$ cat config.mk
export PLATFORM = sky130hd
export DESIGN_NAME = srcr_regs
export DESIGN_NICKNAME = d
export VERILOG_FILES = /design/src/include/srcr_pkg.sv /design/src/hw/srcr_regs.sv
export SDC_FILE = /design/constraint.sdc
export NUM_CORES = 1
export LEC_CHECK = 0
export ABC_AREA = 1
export BUFFER_PORTS_ARGS = -buffer_cell sky130_fd_sc_hd__buf_2
export CORE_MARGIN = 2
export CORE_UTILIZATION = 30
export DETAILED_ROUTE_END_ITERATION = 10
export GPL_TIMING_DRIVEN = 0
export PLACE_DENSITY_LB_ADDON = 0.2
export SLEW_MARGIN = 20
export SYNTH_ARGS = -nofsm -noshare
export SYNTH_HDL_FRONTEND = slang
export SYNTH_SLANG_ARGS = --single-unit
$ cat constraint.sdc
create_clock -name clk_sys -period 1.5 [get_ports clk_sys]
set_input_delay 0.225 -clock clk_sys [delete_from_list [all_inputs] [get_ports clk_sys]]
set_output_delay 0.225 -clock clk_sys [all_outputs]
set_load 0.02 [all_outputs]
$ cat src/include/srcr_pkg.sv
// constants for the soft reset and spi configuration register bank
package srcr_pkg;
  // register indices as printed; byte address is four times the index
  localparam logic [7:0]  ADDR_SOFT_RESET   = 8'h03;
  localparam logic [7:0]  ADDR_CONFIG_ZERO  = 8'h04;
  // field positions in the soft reset and configuration registers
  localparam int          BIT_SOFT_RESET    = 0;
  localparam int          BIT_CFG_SYNC      = 15;
  localparam int          BIT_TX_FCS_CHECK  = 14;
  localparam int          BIT_CS_ALIGN      = 13;
  localparam int          BIT_ZERO_ALIGN    = 12;
  localparam int          BIT_THRESH_HI     = 11;
  localparam int          BIT_THRESH_LO     = 10;
  // reset values
  localparam logic [31:0] RESET_SOFT_RESET  = 32'h0000_0000;
  localparam logic [31:0] RESET_CONFIG_ZERO = 32'h0000_0006;
  // low bits [9:0] of the configuration register held verbatim here
  localparam logic [9:0]  LOW_FIELD_MASK    = 10'h3ff;
  // free credit counts per threshold code
  localparam logic [5:0]  CREDITS_CODE0     = 6'h01;
  localparam logic [5:0]  CREDITS_CODE1     = 6'h04;
  localparam logic [5:0]  CREDITS_CODE2     = 6'h08;
  localparam logic [5:0]  CREDITS_CODE3     = 6'h10;
  // least chip select time for the reset write
  localparam int          CS_MIN_NS         = 100;
  localparam int          CLK_PERIOD_NS     = 100;
  localparam int          CS_MIN_CYCLES     = (CS_MIN_NS + CLK_PERIOD_NS - 1) / CLK_PERIOD_NS;
  // reset sequencer states
  typedef enum logic [2:0] {
    SRCR_RUN     = 3'b001,
    SRCR_ARMED   = 3'b010,
    SRCR_RESET   = 3'b100
  } srcr_state_type;
endpackage

$ cat src/hw/srcr_regs.sv
// soft reset and spi configuration register bank
//
// Contract
// - writing one to the soft reset bit resets the whole device and every register.
// - the soft reset waits until chip select is deasserted so the write completes.
// - the soft reset bit clears itself after being written.
// - the configuration synchronized bit is copied into every receive footer.
// - the synchronized bit is set by writing one, and writing zero never clears it.
// - after any reset sync is zero, the reset complete flag is one and the irq asserts.
// - with fcs check enabled the last four octets of each host frame are checked.
// - with cs alignment, frames start only at the first payload after cs assertion.
// - with zero alignment, each frame starts at a payload start with offset zero.
// - threshold codes 00, 01, 10 demand at least 1, 4, 8 free credits for the irq.
// - threshold code 11 demands at least 16 free credits.
module srcr_regs (
  input  wire logic        clk_sys,
  input  wire logic        reset,
  input  wire logic        csActive,
  input  wire logic        regWrite,
  input  wire logic        regRead,
  input  wire logic [7:0]  regAddr,
  input  wire logic [31:0] regWdata,
  output logic      [31:0] regRdata,
  input  wire logic        resetCompleteClear,
  input  wire logic [5:0]  txFreeCredits,
  input  wire logic        chunkProtocol,
  input  wire logic        rxFrameStartOk,
  input  wire logic        firstChunkAfterCs,
  output logic             deviceReset,
  output logic             resetCompleteFlag,
  output logic             footerSync,
  output logic             txFcsCheckEnable,
  output logic             rxFrameStartAllowed,
  output logic             frameStartWordOffsetZero,
  output logic             txCreditIrq,
  output logic             irqActive
);

  // ------------------------------------------------------------
  // helpers
  // ------------------------------------------------------------
  function automatic logic [5:0] creditNeed(input logic [1:0] code);
    case (code)
      2'b00:   creditNeed = srcr_pkg::CREDITS_CODE0;
      2'b01:   creditNeed = srcr_pkg::CREDITS_CODE1;
      2'b10:   creditNeed = srcr_pkg::CREDITS_CODE2;
      default: creditNeed = srcr_pkg::CREDITS_CODE3;
    endcase
  endfunction

  // ------------------------------------------------------------
  // soft reset sequencer
  // ------------------------------------------------------------
  srcr_pkg::srcr_state_type state;
  srcr_pkg::srcr_state_type next_state;
  logic softResetWrite;
  logic anyReset;

  assign softResetWrite = regWrite && regAddr == srcr_pkg::ADDR_SOFT_RESET
                          && regWdata[srcr_pkg::BIT_SOFT_RESET];
  assign anyReset       = reset || state == srcr_pkg::SRCR_RESET;
  assign deviceReset    = anyReset;

  // next state of the sequencer
  always_comb begin
    next_state = state;
    case (state)
      srcr_pkg::SRCR_RUN:   if (softResetWrite) next_state = srcr_pkg::SRCR_ARMED;
      srcr_pkg::SRCR_ARMED: if (!csActive) next_state = srcr_pkg::SRCR_RESET;
      srcr_pkg::SRCR_RESET: next_state = srcr_pkg::SRCR_RUN;
      default:              next_state = srcr_pkg::SRCR_RUN;
    endcase
  end

  // state register
  always_ff @(posedge clk_sys) begin
    if (reset) state <= srcr_pkg::SRCR_RUN;
    else       state <= next_state;
  end

  // ------------------------------------------------------------
  // configuration register
  // ------------------------------------------------------------
  logic       cfgSync;
  logic       cfgFcs;
  logic       cfgCsAlign;
  logic       cfgZeroAlign;
  logic [1:0] cfgThresh;
  logic [9:0] cfgLow;
  logic       cfgWrite;

  assign cfgWrite = regWrite && regAddr == srcr_pkg::ADDR_CONFIG_ZERO;

  // writable fields, all loaded from RESET_CONFIG_ZERO by either reset
  always_ff @(posedge clk_sys) begin
    if (anyReset) begin
      cfgSync      <= srcr_pkg::RESET_CONFIG_ZERO[srcr_pkg::BIT_CFG_SYNC];
      cfgFcs       <= srcr_pkg::RESET_CONFIG_ZERO[srcr_pkg::BIT_TX_FCS_CHECK];
      cfgCsAlign   <= srcr_pkg::RESET_CONFIG_ZERO[srcr_pkg::BIT_CS_ALIGN];
      cfgZeroAlign <= srcr_pkg::RESET_CONFIG_ZERO[srcr_pkg::BIT_ZERO_ALIGN];
      cfgThresh    <= srcr_pkg::RESET_CONFIG_ZERO[srcr_pkg::BIT_THRESH_HI:srcr_pkg::BIT_THRESH_LO];
      cfgLow       <= srcr_pkg::RESET_CONFIG_ZERO[9:0];
    end else if (cfgWrite) begin
      cfgSync      <= cfgSync | regWdata[srcr_pkg::BIT_CFG_SYNC];
      cfgFcs       <= regWdata[srcr_pkg::BIT_TX_FCS_CHECK];
      cfgCsAlign   <= regWdata[srcr_pkg::BIT_CS_ALIGN];
      cfgZeroAlign <= regWdata[srcr_pkg::BIT_ZERO_ALIGN];
      cfgThresh    <= regWdata[srcr_pkg::BIT_THRESH_HI:srcr_pkg::BIT_THRESH_LO];
      cfgLow       <= regWdata[9:0] & srcr_pkg::LOW_FIELD_MASK;
    end
  end

  // ------------------------------------------------------------
  // reset complete flag, set wins over clear
  // ------------------------------------------------------------
  always_ff @(posedge clk_sys) begin
    if (anyReset)                resetCompleteFlag <= 1'b1;
    else if (resetCompleteClear) resetCompleteFlag <= 1'b0;
  end

  // ------------------------------------------------------------
  // read data
  // ------------------------------------------------------------
  always_ff @(posedge clk_sys) begin
    if (anyReset) begin
      regRdata <= srcr_pkg::RESET_SOFT_RESET;
    end else if (regRead && regAddr == srcr_pkg::ADDR_CONFIG_ZERO) begin
      regRdata <= {16'h0000, cfgSync, cfgFcs, cfgCsAlign, cfgZeroAlign, cfgThresh, cfgLow};
    end else if (regRead) begin
      regRdata <= srcr_pkg::RESET_SOFT_RESET;
    end
  end

  // ------------------------------------------------------------
  // outputs to datapaths and the interrupt pin
  // ------------------------------------------------------------
  assign footerSync       = cfgSync;
  assign txFcsCheckEnable = cfgFcs;
  // frame start gating for the receive path
  always_comb begin
    rxFrameStartAllowed      = rxFrameStartOk;
    frameStartWordOffsetZero = 1'b0;
    if (chunkProtocol && cfgCsAlign) begin
      rxFrameStartAllowed      = rxFrameStartOk && firstChunkAfterCs;
      frameStartWordOffsetZero = 1'b1;
    end else if (chunkProtocol && cfgZeroAlign) begin
      frameStartWordOffsetZero = 1'b1;
    end
  end
  assign txCreditIrq = chunkProtocol && txFreeCredits >= creditNeed(cfgThresh);
  assign irqActive   = resetCompleteFlag || txCreditIrq;
endmodule

==> out/qor.yml, run 1 <==
grt:
  grt_max_degree: 19
  antenna_found_initial: 0
  overflow: 0
  grt_pass1_wl_um: 7140
  grt_pass1_vias: 1526
  grt_use_total_pct: 12.7
routing:
  drc_errors: 0
  first_pass_iters: 4
  wirelength_um: 4310
  avgRoutedWirePerCell_um: 10.3
  vias_per_cell: 4.16
  postRouteAntennaNets: 0
  drtIter0Drc: 55
  vias: 1746
logic_synthesis:
  synth.avg_cell_area_um2: 7.36
  synth_cell_type_count: 27
  synth_area_mm2: 0.00189
  synth_edf_count: 0
  synth_area_leader_cell: "dfxtp_1"
  netlist_top_cells_count: "nand2_1 (63), dfxtp_1 (36), nor2_1 (35)"
  ys_warn_count: 0
  yosysSeqAreaShare_pct: 38.1
  syn_inst: 257
  ys_ff_latch: 36
  synth.most_common_cell: "nand2_1"
  synth_ff_type: "dfxtp_1"
  async_flop_share_pct: 0
  synth_top_area_share_pct: 38.1
  synth.area.top_cells: "dfxtp_1 (38%), nand2_1 (13%), nor2_1 (6.9%), buf_4 (6.7%), inv_1 (6.0%)"
die:
  start_util_pct: 31.6
  fp-row-count: 28
  core_area_mm2: 0.00599
  dieWidth_um: 83.4
  num_io_pins: 95
  fp.dieH_um: 83.4
  die_area_mm2: 0.00696
clock_network:
  clk_pin_slew_ps: 70
  clock_tree.buffer_depth: 2
  clk_latency_ps: 290
  numCtsBuffers: 5
  clkSinkCount: 36
  cts_tree: "yes"
  htree_levels: 2
  clockRootBuffer: "clkbuf_8"
  hold_buffers: 0
critical_path:
  worstSetupPathType: "register to output port"
  cp_top_family: "simple AND/OR/NAND/NOR gates"
  required_ps: 1270
  critPathMaxFanout: 4
  cp_cell_sequence: "buf_6 -> nor2_4 -> ha_1 -> inv_1 -> nor2_1 -> nand3_1 -> nand3_1 -> nand2_1 -> nand2_1 -> buf_6"
  critPathMaxStageDelay_ps: 380
  ff2ff_setup_slack_ps: 360
  regToRegEndpoint: "cfgCsAlign$_SDFFE_PP0P_"
  cp-end-kind: "output port"
  worstRegToRegCells: 6
  cp.arrival_ps: 1570
  startpoint_type: "register"
  r2r_start: "state[0]$_SDFFE_PP1P_"
  critPathLaunch: "cfgThresh[1]$_SDFFE_PP0P_"
  worst-path-buf-inv: 3
  cp_slowest_cell: "dfxtp_4"
placement:
  detailed_place_hpwl_um: 3340
  numPortBuffers: 61
  placed_area_mm2: 0.00235
  dp.cells: 408
  gp_congestion: 0.807
  place_ws_ps: -145
cells_and_area:
  area_growth_syn_to_layout_pct: 35.8
  final_area_mm2: 0.00257
  drive_gt1_share_pct: 40.6
  diodes: 0
  fill_cells: 634
  finalNetCount: 403
  stdcell_count: 420
timing:
  finalCriticalPeriod_ps: 1800
  setup_tns_ps: -584
  setup_slack_ps: -299
  finalHoldViolations: 0
  rsz0062_at_grt: "yes"
  fin_crit_sh_pct: 120
  fmax_ghz: 0.556
  clock_skew_ps: 7.82
  timing.hold.ws_ps: 107
  slew_viol_final: 0
  finalSetupViolCount: 2
run:
  maxCapViolations: 0
power:
  internal_power_w: 0.00166
  p_sw_w: 0.000520
  leakagePower_nw: 1.32
  p_clk_share_pct: 43.2
  power.share.switching_pct: 23.9
  power.density_mw_per_mm2: 848
  vdd_drop_max_mv: 0.365
  combPwrFrac_pct: 12.5
  seqPwrFrac_pct: 44.3
hold_path:
  holdPathStages: 2
  min_delay_worst_endpoint: "resetCompleteFlag$_SDFFE_PP1P_"
  hold_start: "resetCompleteClear"
  hp-class: "input port to register"
status:
  status: "complete, but fails checks"
  violations: "negative setup slack"
[cell usage in the layout, fill, tap and decap left out, drive strengths merged, types with 4 or more instances in the layout]
cell	synthesis	layout
nand2	65	65
buf	24	89
dfxtp	36	36
conb	1	16
clkbuf	0	7
inv	34	34
ha	4	4
a21oi	19	19
nand3	29	29
nor2	38	38
[worst reg2reg max path: stages (launching register included)]
cell	delay [ps]
dfxtp_2	340
inv_2	50
a31oi_4	210
buf_4	190
buf_6	150
nand2_1	60
nor2_1	70
[timing repair]
| action | CTS | global route |
|---|---|---|
| resized for setup | 13 | 12 |
| setup buffers | 4 | 1 |
| setup endpoints to repair | 3 | 3 |
| gates cloned | 0 | 0 |
| pin swaps | 4 | 6 |
[area by class of cell]
class	count	area (um^2)	share of cell area, %
inverters	35	138	5.36
plain buffers	23	180	7.01
well taps	75	93.8	3.65
multi-input cells	177	937	36.5
clock buffers	7	96.3	3.75
flip-flops and latches	36	732	28.5
clock inverters	1	30.0	1.17
repair buffers	66	363	14.1
[registers in the layout, indices dropped and copies added, names as in the netlist]
register	flops
resetCompleteFlag	1
txFcsCheckEnable	1
state	3
cfgThresh	2
footerSync	1
cfgZeroAlign	1
regRdata	16
cfgCsAlign	1
cfgLow	10
[per-stage QoR]
step	power, W	utilization [%]
global route	0.00229	42.9
detailed placement	0.00125	39.2
finish	0.00218	42.9
global placement	0.00125	39.2
floorplan	0.00116	-
CTS	0.00221	42.1
[power by group through the flow]
stage               Clock (W)  Sequential (W)  Combinational (W)
floorplan                   0        0.000992           0.000172
global placement            0        0.000990           0.000259
detailed placement          0        0.000991           0.000261
CTS                  0.000973        0.000968           0.000268
global route          0.00102        0.000966           0.000303
finish               0.000941        0.000966           0.000272
[worst max path at each step]
stage / to / slack, ps / cells past startpoint
global route: irqActive / -420 / 10
global placement: irqActive / -120 / 8
finish: irqActive / -300 / 10
CTS: irqActive / -360 / 10
detailed placement: irqActive / -140 / 8
floorplan: irqActive / 40 / 8
[layer usage]
layer	vias to the layer above	part of all wire (%)	GRT usage, %
met5	-	0	0
met4	0	1.5	4.84
met3	6	6.6	3.78
met2	47	45	20.5
met1	761	47	16.0
li1	932	-	-
[kinds of logic after synthesis]
logic type	share of synthesized area, %
other	0.198
buffers and inverters	17.3
DFF	38.1
adders and majority gates	2.65
and+or+nand+nor	32.9
AOI/OAI and AO/OA	8.86
Note: power is estimated with default switching activity, not from simulation.
==> run 2: changes to the inputs <==
--- a/config.mk
+++ b/config.mk
@@ -10,9 +10,11 @@
 export CORE_MARGIN = 2
 export CORE_UTILIZATION = 30
 export DETAILED_ROUTE_END_ITERATION = 10
+export GPL_ROUTABILITY_DRIVEN = 1
 export GPL_TIMING_DRIVEN = 0
-export PLACE_DENSITY_LB_ADDON = 0.2
+export PLACE_DENSITY_LB_ADDON = 0.25
 export SLEW_MARGIN = 20
 export SYNTH_ARGS = -nofsm -noshare
 export SYNTH_HDL_FRONTEND = slang
 export SYNTH_SLANG_ARGS = --single-unit
+export TNS_END_PERCENT = 5
==> run 2 against run 1 <==
Effect of this change:
- the run still ends with negative setup slack left
- flip-flop and latch count stayed put
- global-route usage decreased by 0.070 points
- final cell count fell by 0.48%
- largest power group unchanged
- first-iteration DRC count down 5.5%
==> out/qor.yml, run 2 (same netlist as run 1, synthesis figures left out) <==
critical_path:
  cp_top_family: "simple AND/OR/NAND/NOR gates"
  worstSetupPathType: "register to output port"
  cp_slowest_cell: "dfxtp_4"
  required_ps: 1270
  cp_cell_sequence: "inv_2 -> nand2_2 -> ha_4 -> nand2_2 -> nand2_2 -> a21oi_2 -> nand3_2 -> nand2_2 -> nand2_2 -> buf_6"
  ff2ff_setup_slack_ps: 370
  r2r_start: "state[0]$_SDFFE_PP1P_"
  regToRegEndpoint: "regRdata[1]$_SDFFE_PP0P_"
  critPathMaxFanout: 4
  critPathMaxStageDelay_ps: 360
  cp_common_cell: "nand2_2"
  cp.arrival_ps: 1620
  worst-path-buf-inv: 2
  crit_cells: 10
  startpoint_type: "register"
  critPathLaunch: "cfgThresh[0]$_SDFFE_PP0P_"
  crit_end: "irqActive"
  worstRegToRegCells: 5
  cp-end-kind: "output port"
die:
  dieWidth_um: 83.4
  core_area_mm2: 0.00599
  fp-row-count: 28
  fp.dieH_um: 83.4
  num_io_pins: 95
  die_area_mm2: 0.00696
  start_util_pct: 31.6
cells_and_area:
  area_growth_syn_to_layout_pct: 35.8
  diodes: 0
  regArea_um2: 731
  largest_register_ff_count: 16
  top_register: "regRdata"
  final_area_mm2: 0.00257
  stdcell_count: 418
  drive_gt1_share_pct: 42.6
  multi_input_area_um2: 975
  final_cell_mix: "buf_2 (61), nand2_1 (57), nor2_1 (32), dfxtp_1 (32), inv_1 (26)"
  fill_cells: 640
  layout_commonest_cell: "buf_2"
  finalNetCount: 402
  reg.largest.list: "regRdata x16, cfgLow x10, state x3"
timing:
  clock_skew_ps: 1.42
  setup_slack_ps: -340
  slew_viol_final: 0
  timing.hold.ws_ps: 113
  finalSetupViolCount: 3
  fin_crit_sh_pct: 123
  fmax_ghz: 0.543
  finalCriticalPeriod_ps: 1840
  finalHoldViolations: 0
  rsz0062_at_grt: "yes"
clock_network:
  clock_tree.buffer_depth: 2
  clk_latency_ps: 270
  htree_levels: 2
  cts_tree: "yes"
  clockRootBuffer: "clkbuf_8"
  clkSinkCount: 36
  numCtsBuffers: 5
  clk_pin_slew_ps: 70
routing:
  drc_errors: 0
  avgRoutedWirePerCell_um: 10.3
  drtIter0Drc: 52
  vias_per_cell: 4.21
  first_pass_iters: 6
  vias: 1758
  postRouteAntennaNets: 0
  wirelength_um: 4290
placement:
  dp.cells: 408
  numPortBuffers: 61
  detailed_place_hpwl_um: 3310
  placed_area_mm2: 0.00235
  gp_congestion: 0.781
  place_ws_ps: -156
hold_path:
  hp-class: "input port to register"
grt:
  grt_max_degree: 11
  overflow: 0
  antenna_found_initial: 0
  grt_pass1_wl_um: 7250
  grt_use_total_pct: 12.7
  grt_pass1_vias: 1636
status:
  status: "complete, but fails checks"
  violations: "negative setup slack"
power:
  power.density_mw_per_mm2: 735
  vdd_drop_max_mv: 0.313
  leakagePower_nw: 1.30
  p_total_w: 0.00189
run:
  maxCapViolations: 0
## run 2: cell type report
cell class / instances / area share (%)
plain buffers: 24 / 7.79
clock buffers: 6 / 2.82
clock inverters: 1 / 0.195
inverters: 35 / 5.26
multi-input cells: 177 / 37.9
flip-flops and latches: 36 / 28.4
well taps: 75 / 3.65
repair buffers: 64 / 13.9
## run 2: what timing repair did
item	in CTS	in global routing
cloned	0	0
pin swaps	12	5
setup buffers	2	1
hold buffers	0	0
gates resized for setup	29	9
setup endpoints to repair	3	3
## run 2: worst min-delay path by stage
stage / slack, ps / end / start / depth (start not counted)
after floorplan: 300 / state[2]$_SDFFE_PP0P_ / reset / 1
after global placement: 400 / resetCompleteFlag$_SDFFE_PP1P_ / resetCompleteClear / 2
after detailed placement: 410 / resetCompleteFlag$_SDFFE_PP1P_ / resetCompleteClear / 2
after CTS: 110 / resetCompleteFlag$_SDFFE_PP1P_ / resetCompleteClear / 2
after global routing: 110 / resetCompleteFlag$_SDFFE_PP1P_ / resetCompleteClear / 2
final: 110 / resetCompleteFlag$_SDFFE_PP1P_ / resetCompleteClear / 2
## run 2: power breakdown
part / switching, W / internal [W] / total, W
logic: 0.000168 / 0.000122 / 0.000291
clock network: 0.000316 / 0.000315 / 0.000631
registers: 0.00000540 / 0.000961 / 0.000966
total: 0.000489 / 0.00140 / 0.00189
## run 2: routing by layer
layer / vias up / track usage, % / share of wire (%) / wire [um]
met2: 49 / 20.8 / 47 / 2030
met4: 0 / 3.96 / 1.2 / 51
li1: 932 / - / - / -
met5: - / 0 / 0 / 0
met3: 6 / 4.08 / 6.0 / 257
met1: 771 / 15.8 / 46 / 1960
## run 2: worst reg2reg max path, stage by stage, from the launching register on
cell     delay [ps]
dfxtp_2         330
inv_2            50
a31oi_4         300
inv_4           120
buf_12          170
a21oi_2         100
## run 2: through the flow
| stage | util, % | setup TNS [ps] |
|---|---|---|
| 3_5_place_dp | 39.2 | -301 |
| 6_report | 42.9 | -770 |
| 3_3_place_gp | 39.2 | -271 |
| 5_1_grt | 42.9 | -1060 |
| 4_1_cts | 42.3 | -816 |
| 2_1_floorplan | - | 0 |
